<file path="config.mk">
export PLATFORM = sky130hd
export DESIGN_NAME = jpes_top
export DESIGN_NICKNAME = d
export VERILOG_FILES = /design/src/core/jpes_top.v
export VERILOG_INCLUDE_DIRS = /design/src /design/src/core
export SDC_FILE = /design/constraint.sdc
export NUM_CORES = 1
export LEC_CHECK = 0
export BUFFER_PORTS_ARGS = -buffer_cell sky130_fd_sc_hd__buf_2
export CORE_ASPECT_RATIO = 0.8
export CORE_UTILIZATION = 48
export DETAILED_ROUTE_END_ITERATION = 7
export PLACE_DENSITY = 0.95
export SYNTH_ARGS = -nofsm -noshare
export SYNTH_HDL_FRONTEND = slang
export SYNTH_SLANG_ARGS = --single-unit
</file>
<file path="constraint.sdc">
create_clock -name mclk_i -period 2.85 [get_ports mclk_i]
set_input_delay 0.57 -clock mclk_i [delete_from_list [all_inputs] [get_ports mclk_i]]
set_output_delay 0.57 -clock mclk_i [all_outputs]
set_load 0.01 [all_outputs]
</file>
<file path="src/core/jpes_consts.vh">
// Constants for the test-port enable and security gate.
`ifndef JPES_CONSTS_VH
`define JPES_CONSTS_VH
`define JPES_ADDR_W 8
`define JPES_OFS_ENABLE 8'hc7
`define JPES_OFS_CONFIG 8'hc8
`define JPES_OFS_STATUS 8'hc9
`define JPES_ENABLE_RST 1'b0
`define JPES_CONFIG_RST 8'h00
`define JPES_BIT_EN 0
`define JPES_CFG_DEDICATE 0
`define JPES_CFG_SECURE 1
`define JPES_NSECT 12
`define JPES_PROT_RST 12'h000
`define JPES_OP_W 2
`define JPES_OP_NONE 2'h0
`define JPES_OP_CHIP_ERASE 2'h1
`define JPES_OP_SECT_ERASE 2'h2
`define JPES_OP_PROG_READ 2'h3
`define JPES_BLANK_BYTE 8'hff
`endif

</file>
<file path="src/core/jpes_top.v">
// Test-port pin gating, security lock and sector erase protection.
//
// The implementer's own choices: the register offsets and the address-and-strobe port.
`timescale 1ns/100ps
`include "jpes_consts.vh"
// Summary of operation
// - While secured, no memory data goes back to programmer or serial port.
// - While secured, only full chip erase passes; other program/erase/verify blocked.
// - Completed full chip erase clears security and blanks the device.
// - Each sector has a protect bit; erase to a protected sector is rejected.
// - Shipped state: memory and logic bits read as one.
// - Shipped state: configuration register bits are zero.
// - Enable register bit 0 one enables the port, zero disables it.
// - With pins dedicated by configuration, chip reset does not disturb sessions.
// - With pins enabled only by register, chip reset aborts and blocks sessions.
// - Pins go to test use on dedication bit, register bit or product term.
// - Chip reset clears the register enable bit; software may clear it too.
// - Data output stays input until the enable command arrives.
module jpes_top (
	input wire mclk_i,
	input wire rstn_i,
	input wire chip_reset_i,
	input wire [`JPES_ADDR_W-1:0] addr_i,
	input wire [7:0] wdata_i,
	input wire wr_i,
	input wire rd_i,
	output reg [7:0] rdata_o,
	input wire test_pins_product_term_i,
	input wire [6:0] portc_in_i,
	output wire [6:0] portc_out_o,
	output wire [6:0] portc_oe_o,
	input wire [6:0] gpio_out_i,
	input wire [6:0] gpio_oe_i,
	output wire [6:0] gpio_in_o,
	output wire test_tck_rise_o,
	output reg test_tms_o,
	output reg test_tdi_o,
	input wire test_tdo_i,
	input wire insystem_config_enable_cmd_i,
	input wire ext_enable_i,
	input wire program_busy_i,
	input wire program_error_i,
	input wire [`JPES_OP_W-1:0] op_i,
	input wire [3:0] op_sector_i,
	input wire op_valid_i,
	input wire op_done_i,
	input wire [7:0] mem_rdata_i,
	output wire session_active_o,
	output wire op_accept_o,
	output wire op_reject_o,
	output wire [7:0] mem_rdata_o
);
	reg rst_s1_q, rst_s2_q;
	wire rstn;
	reg enable_q;
	reg [7:0] config_q;
	reg [`JPES_NSECT-1:0] prot_q;
	reg [2:0] tck_q, tms_q, tdi_q, crst_q;
	reg cmd_q, ext_q;
	reg erase_pend_q;
	reg crst_lvl_q;
	wire chip_rst;
	wire port_on;
	wire session_ok;
	wire secured;
	wire sect_prot;
	wire allowed;

	// Reset release passes two flip-flops so the rest sees a clean edge.
	always @(posedge mclk_i or negedge rstn_i) begin
		if (!rstn_i) begin
			rst_s1_q <= 1'b0;
			rst_s2_q <= 1'b0;
		end else begin
			rst_s1_q <= 1'b1;
			rst_s2_q <= rst_s1_q;
		end
	end
	assign rstn = rst_s2_q;

	// Pin inputs pass three flops; a level counts once stages two and three agree.
	always @(posedge mclk_i or negedge rstn) begin
		if (!rstn) begin
			tck_q <= 3'h0;
			tms_q <= 3'h0;
			tdi_q <= 3'h0;
			crst_q <= 3'h0;
		end else begin
			tck_q <= {tck_q[1:0], portc_in_i[1]};
			tms_q <= {tms_q[1:0], portc_in_i[0]};
			tdi_q <= {tdi_q[1:0], portc_in_i[5]};
			crst_q <= {crst_q[1:0], chip_reset_i};
		end
	end

	// Chip reset level moves only when stages two and three agree.
	// A one-sample glitch on the pin therefore never aborts a register-enabled session.
	// The cost is one more cycle of latency, which a reset pulse easily covers.
	always @(posedge mclk_i or negedge rstn) begin
		if (!rstn) begin
			crst_lvl_q <= 1'b0;
		end else if (crst_q[1] == crst_q[2]) begin
			crst_lvl_q <= crst_q[2];
		end
	end
	assign chip_rst = crst_lvl_q;

	// Filtered mode and data levels move only when two stages agree.
	always @(posedge mclk_i or negedge rstn) begin
		if (!rstn) begin
			test_tms_o <= 1'b0;
			test_tdi_o <= 1'b0;
		end else begin
			if (tms_q[1] == tms_q[2]) begin
				test_tms_o <= tms_q[2];
			end
			if (tdi_q[1] == tdi_q[2]) begin
				test_tdi_o <= tdi_q[2];
			end
		end
	end
	// Rising clock edge seen when the agreed level goes from low to high.
	reg tck_lvl_q;
	always @(posedge mclk_i or negedge rstn) begin
		if (!rstn) begin
			tck_lvl_q <= 1'b0;
		end else if (tck_q[1] == tck_q[2]) begin
			tck_lvl_q <= tck_q[2];
		end
	end
	assign test_tck_rise_o = port_on & session_ok & (tck_q[1] & tck_q[2]) & ~tck_lvl_q;

	// Register file; configuration starts all zero like a shipped part.
	always @(posedge mclk_i or negedge rstn) begin
		if (!rstn) begin
			enable_q <= `JPES_ENABLE_RST;
			config_q <= `JPES_CONFIG_RST;
			prot_q <= `JPES_PROT_RST;
		end else begin
			if (chip_rst) begin
				enable_q <= `JPES_ENABLE_RST;
			end else if (wr_i && addr_i == `JPES_OFS_ENABLE) begin
				// Upper bits are ignored; software is expected to write them zero.
				enable_q <= wdata_i[`JPES_BIT_EN];
			end
			if (erase_pend_q && op_done_i) begin
				config_q[`JPES_CFG_SECURE] <= 1'b0;
				prot_q <= `JPES_PROT_RST;
			end else if (wr_i && addr_i == `JPES_OFS_CONFIG) begin
				config_q <= wdata_i;
			end else if (wr_i && addr_i == `JPES_OFS_STATUS) begin
				prot_q <= {wdata_i[3:0], wdata_i};
			end
		end
	end

	// Read data one cycle after the strobe; unmapped addresses read zero.
	always @(posedge mclk_i or negedge rstn) begin
		if (!rstn) begin
			rdata_o <= 8'h00;
		end else if (rd_i) begin
			case (addr_i)
				`JPES_OFS_ENABLE: rdata_o <= {7'h00, enable_q};
				`JPES_OFS_CONFIG: rdata_o <= config_q;
				`JPES_OFS_STATUS: rdata_o <= {4'h0, cmd_q, erase_pend_q, port_on, session_ok};
				default: rdata_o <= 8'h00;
			endcase
		end else begin
			rdata_o <= 8'h00;
		end
	end

	// Dedicated pins ignore chip reset; register-only enable is killed by it.
	assign port_on = config_q[`JPES_CFG_DEDICATE] | enable_q | test_pins_product_term_i;
	assign session_ok = config_q[`JPES_CFG_DEDICATE] | ~chip_rst;

	// Enable command arms data output and extension pins; losing the port drops it.
	always @(posedge mclk_i or negedge rstn) begin
		if (!rstn) begin
			cmd_q <= 1'b0;
			ext_q <= 1'b0;
		end else if (!port_on || !session_ok) begin
			cmd_q <= 1'b0;
			ext_q <= 1'b0;
		end else if (insystem_config_enable_cmd_i) begin
			cmd_q <= 1'b1;
			ext_q <= ext_enable_i;
		end
	end
	assign session_active_o = cmd_q;

	// Pin muxing: test functions take pins 0,1,5,6 and, when armed, 3 and 4.
	wire [6:0] test_mask = {port_on, port_on, ext_q, ext_q, 1'b0, port_on, port_on};
	wire [6:0] test_out = {test_tdo_i, 1'b0, ~program_error_i, ~program_busy_i, 3'h0};
	wire [6:0] test_oe = {cmd_q, 1'b0, ext_q, ext_q, 3'h0};
	assign portc_out_o = (test_mask & test_out) | (~test_mask & gpio_out_i);
	assign portc_oe_o = (test_mask & test_oe) | (~test_mask & gpio_oe_i);
	assign gpio_in_o = portc_in_i & ~test_mask;

	// Security and protection screening of instructions from the serial side.
	// Sector numbers beyond the last sector count as protected, so a stray erase is refused.
	// Screening is combinational so the verdict stands in the same cycle as the request.
	assign secured = config_q[`JPES_CFG_SECURE];
	assign sect_prot = (op_sector_i < `JPES_NSECT) ? prot_q[op_sector_i] : 1'b1;
	assign allowed = cmd_q & session_ok & (op_i != `JPES_OP_NONE)
		& (~secured | (op_i == `JPES_OP_CHIP_ERASE))
		& ~((op_i == `JPES_OP_SECT_ERASE) & sect_prot);
	assign op_accept_o = op_valid_i & allowed;
	assign op_reject_o = op_valid_i & ~allowed;
	// Secured parts hand back the blank pattern so nothing leaks.
	assign mem_rdata_o = secured ? `JPES_BLANK_BYTE : mem_rdata_i;

	// Track an accepted chip erase until its completion clears the lock.
	always @(posedge mclk_i or negedge rstn) begin
		if (!rstn) begin
			erase_pend_q <= 1'b0;
		end else if (op_done_i) begin
			erase_pend_q <= 1'b0;
		end else if (op_accept_o && op_i == `JPES_OP_CHIP_ERASE) begin
			erase_pend_q <= 1'b1;
		end
	end
endmodule // jpes_top

</file>
Word-level counts from Yosys, hierarchy flattened
Cells that the tools add are included. W data, S select, Z words.

Latch bits: 0. ROM bits: 0. Bits of input ports: 64. Register bits: 50. Memories: 0. Output and inout bits: 43. Memory bits (writable): 0.

Shifts and indexed selects: 0. Magnitude comparators: 2. $mul: 0. Add/subtract/negate cells: 0. Muxes and demuxes: 19. Divide/modulo/power cells: 0. Eq/ne operators: 10. Bitwise logic cells: 31. Reductions and logical operators: 16.

Operators with widths (count): $mux W12 (3); $and A7 B7 Y7 (5); $eq A8 B8 Y1 const B (3); $pmux W8 S3 (1); $mux W8 (2); $or A7 B7 Y7 (2); $reduce_bool A2 Y1 (6); $and A1 B1 Y1 (11); $mux W1 (11); $not A1 Y1 (8); $not A7 Y7 (1); $logic_and A1 B1 Y1 (5); $lt A4 B5 Y1 const B (1); $bmux W1 S4 (1); $eq A1 B1 Y1 (4); $lt A4 B4 Y1 const B (1); $or A1 B1 Y1 (4); $reduce_and A2 Y1 (2); $eq A2 B1 Y1 const B (1); $eq A2 B2 Y1 const B (1); $logic_not A1 Y1 (2); $mux W2 (1); $ne A2 B2 Y1 const B (1); $logic_or A1 B1 Y1 (1).

Depth between registers and ports, before layout
Word-level depth: 10. Mapped depth: 5. Depth with buffers taken out: 4.

Worst setup path before layout
Ideal clock, no wire load.

Path kind: input to output. Start point: in op_sector_i[0]. End point: out op_accept_o. Cell stages on the path: 4. Data required time: 2280 ps. Arrival time: 1579 ps. Slack: 701 ps. Cells stage by stage: mux4_1 -> nor2_1 -> nor4_1 -> nor3b_1.

Cells in the longest elaborated chain, start to end: 7.

Ends and longest elaborated chain: start: declaration (RTL line jpes_top.v:44) `input wire [3:0] op_sector_i,`; $bmux W1 S4 (RTL line jpes_top.v:204) `` assign sect_prot = (op_sector_i < `JPES_NSECT) ? prot_q[op_sector_i] : 1'b1; ``; $mux W1 (implied by the code) (RTL line jpes_top.v:204); $mux W1 (*) (RTL line jpes_top.v:204); $and A1 B1 Y1 (*) (RTL line jpes_top.v:207) `` & ~((op_i == `JPES_OP_SECT_ERASE) & sect_prot); ``; $not A1 Y1 (*) (RTL line jpes_top.v:207); $and A1 B1 Y1 (*) (RTL line jpes_top.v:205) `` assign allowed = cmd_q & session_ok & (op_i != `JPES_OP_NONE) ``; $and A1 B1 Y1 (*) (RTL line jpes_top.v:208) `assign op_accept_o = op_valid_i & allowed;`; end: declaration (RTL line jpes_top.v:49) `output wire op_accept_o,`.

Mark *: on every way between the ends. The rest lies on a longest branch, timed or not. The select of a mux whose other input is x is not followed.

Worst setup path in the final report
Start point: in op_sector_i[0]. End point: out op_reject_o.

Cells in the longest elaborated chain, start to end: 8.

Ends and longest elaborated chain: $bmux W1 S4 (RTL line jpes_top.v:204); $mux W1 (implied by the code) (RTL line jpes_top.v:204); $mux W1 (*) (RTL line jpes_top.v:204); $and A1 B1 Y1 (*) (RTL line jpes_top.v:207); $not A1 Y1 (*) (RTL line jpes_top.v:207); $and A1 B1 Y1 (*) (RTL line jpes_top.v:205); $not A1 Y1 (*) (RTL line jpes_top.v:209) `assign op_reject_o = op_valid_i & ~allowed;`; $and A1 B1 Y1 (*) (RTL line jpes_top.v:209); end: declaration (RTL line jpes_top.v:50) `output wire op_reject_o,`.

Marks and branches as above.

==> qor.csv <==
stage,metric,value,unit
status,outcome,completed,
floorplanning,Ports,107,
sta,min cycle time layout,2.387,ns
logic_synthesis,number of synthesized flops with an enable pin,0,
global_route,global-route wire length before repair,6.072,mm
global_route,total track usage,19.41,%
detailed_routing,DR vias,1526,
sta,period utilisation layout,83.77,%
placed_design,GP Congestion,0.8635,
global_route,initial antenna violation count,0,
logic_synthesis,Commonest cells post-synth,"dfrtp_1 (46), nor2_1 (19), mux2i_1 (16), and2_1 (11)",
sta,Clock Skew,0.007090,ns
pwr,Pwr Density,478.1,nW/um^2
critical_path,CP arrival,1.82,ns
floorplanning,die area,4480,um^2
floorplanning,DIE WIDTH,74.59,um
pwr,Max VDD drop,0.0004572,V
flow_run,Max Cap Viol,0,
finish,share of cells above drive strength 1,51.70,%
critical_path,Setup crit end kind,primary output,
logic_synthesis,"Avg Cell Area, Syn",12.34,um^2
detailed_routing,drt via density,4.769,
critical_path,Top delay family on crit path,simple AND/OR/NAND/NOR gates,
clock_tree,CTS Hold Buffers Added,0,
placed_design,I/O Buffers,100,
clock_tree,Skew-Pair Late Insertion Delay,0.30,ns
critical_path,r2r worst-path depth,3,
global_route,largest net degree at the start of global routing,45,
clock_tree,CTS root buf,clkbuf_8,
clock_tree,"Clk pin slew, worst setup/hold paths",0.08,ns
clock_tree,TritonCTS clock tree,built,
logic_synthesis,Most used DFF post-synth,dfrtp_1,
sta,setup TNS,0,ns
critical_path,CP max FO,3,
clock_tree,H-tree Lvls,2,
logic_synthesis,Synth Warn #,0,
critical_path,CP max stage delay,0.44,ns
logic_synthesis,asr flop ratio synth,100.0,%
detailed_routing,DRT iter0 DRCs,54,
logic_synthesis,most numerous cell in the Yosys netlist,dfrtp_1,
sta,fin. max-slew vios,0,
placed_design,post-detail-place hpwl,3.231,mm
critical_path,worst r2r dst,config_q[6],
clock_tree,CTS Buf Count,5,
critical_path,Worst path most repeated cell,buf_2,
critical_path,CP max-delay cell,nor4_1,
finish,"Net count, final",329,
floorplanning,core region area,3904,um^2
logic_synthesis,Synthesized Nets,229,
logic_synthesis,Synth Instances,164,
clock_tree,CTS max path bufs,2,
logic_synthesis,Synth Register Bits,46,
logic_synthesis,largest cells by area after synthesis,"dfrtp_1 (57%), mux2i_1 (7.9%), mux2_2 (5.6%), nor2_1 (3.5%), and2_1 (3.4%)",
critical_path,WP buf/inv,2,
critical_path,Worst Path Required,2.28,ns
detailed_routing,Detail Route Antenna Nets,0,
floorplanning,row count,20,
critical_path,critical path class,in -> out,
pwr,LEAKAGE,1.442,nW
global_route,grt ovf,0,
logic_synthesis,Post-Syn Area,2023,um^2
floorplanning,Initial Util,51.83,%
sta,"Hold Vio Cnt, Final",0,
global_route,vias in the first global route,1356,
sta,relative slew slack,39.46,%
clock_tree,sinks on the clock net,46,
detailed_routing,Post-route DRC,0,
critical_path,R2R setup slack,1.39,ns
logic_synthesis,sequential share of the synthesized area,56.90,%
clock_tree,Post-CTS Setup Repair Bufs,0,
floorplanning,Die Y,60.07,um
finish,number of diodes,0,
worst_hold_path,min-delay worst type,in -> async,
logic_synthesis,Netlist cell types,37,
logic_synthesis,Yosys top cell area share,56.90,%
logic_synthesis,largest area contributor in the netlist,dfrtp_1,
finish,Area growth syn-to-layout,31.05,%
detailed_routing,Routed WL,4.043,mm
critical_path,"Cell Chain, Critical Path",buf_2 -> mux4_1 -> nor2_1 -> nor4_1 -> o21a_1 -> buf_2,
sta,Final WS setup,0.4626,ns
sta,Final setup viols,0,
sta,measured slew at the worst slew-check pin,0.9081,ns
critical_path,crit start category,input pin,
sta,f_max,418.9,MHz
critical_path,r2r startpoint,erase_pend_q,
detailed_routing,WL/cell,12.63,um
placed_design,post-placement setup slack,0.4364,ns
detailed_routing,DR pass1 iterations,4,
clock_tree,post-CTS sizing,0,
sta,RSZ-0062 raised after global routing,false,
[sequential cells by signal, indices dropped and copies added, names as in the netlist, 3 cells and up]
register and flops:
tdi_q 3, config_q 8, tck_q 3, rdata_o 8, crst_q 3, tms_q 3
prot_q 8
[cells by family (layout without fill, tap and decap cells)]
group,Yosys count,in the layout,synth area share [%]
other cells,1,1,0.1854
compound gates,6,6,2.041
fa+ha+maj,4,4,2.103
simple gates,69,69,20.84
flops,46,46,56.90
mux,28,28,15.34
buf+inv,10,111,2.597
[layer usage]
metal	part of all wire, %	GRT usage [%]
met3	6.2	4.890
met4	1.6	8.895
met5	0	0
met1	43	23.81
met2	49	32.43
[final cells by class]
type / instances / area [um^2]
Clock buffer: 6 / 82.58
Clock inverter: 2 / 12.51
Fill cell: 309 / 1252
Inverter: 2 / 7.507
Multi-Input combinational cell: 108 / 819.5
Sequential cell: 46 / 1152
Tap cell: 55 / 68.82
Timing Repair Buffer: 101 / 508.0
[metrics by stage]
stage	utilization [%]	hold WS, ns	std cells	cell area (um^2)	total power, mW
2_1_floorplan	-	0.2744	164	2023	0.7996
3_3_place_gp	65.48	0.3323	312	2556	0.8743
3_5_place_dp	65.48	0.3405	312	2556	0.8830
4_1_cts	67.92	0.03543	320	2651	1.279
5_1_grt	67.92	0.02876	320	2651	1.326
6_report	67.92	0.04371	320	2651	1.268
[placed cells by master (no fill, tap or decap), drive strengths merged, types with 2 or more instances in the layout]
cell type | Yosys | final
mux2 | 11 | 11
nand2b | 2 | 2
or2 | 10 | 10
and3 | 4 | 4
nor2b | 3 | 3
and2 | 11 | 11
maj3 | 3 | 3
inv | 2 | 2
nand2 | 3 | 3
and2b | 2 | 2
buf | 4 | 101
mux2i | 16 | 16
nor2 | 20 | 20
nand3 | 2 | 2
and4b | 2 | 2
clkbuf | 4 | 6
dfrtp | 46 | 46
nor3b | 3 | 3
[power by group]
group          switching, mW  internal (mW)
registers             0.0300          0.681
logic                 0.0680         0.0886
clock network          0.205          0.195
total                  0.303          0.964
[worst max-delay path by stage]
| stage | startpoint | slack [ns] | endpoint | cells past startpoint |
|---|---|---|---|---|
| 4_1_cts | op_sector_i[0] | 0.43 | op_reject_o | 6 |
| 3_3_place_gp | op_sector_i[0] | 0.38 | op_reject_o | 6 |
| 2_1_floorplan | op_sector_i[0] | 0.70 | op_accept_o | 4 |
| 3_5_place_dp | op_sector_i[0] | 0.44 | op_reject_o | 6 |
| 5_1_grt | op_sector_i[0] | 0.33 | op_reject_o | 6 |
| 6_report | op_sector_i[0] | 0.46 | op_reject_o | 6 |
[worst register-to-register path: stages, from the launching register on]
cell and delay (ns):
dfrtp_1 0.41, and2_1 0.29, nor2_4 0.27, mux2_2 0.38
Power figures use the tool's default switching activity.
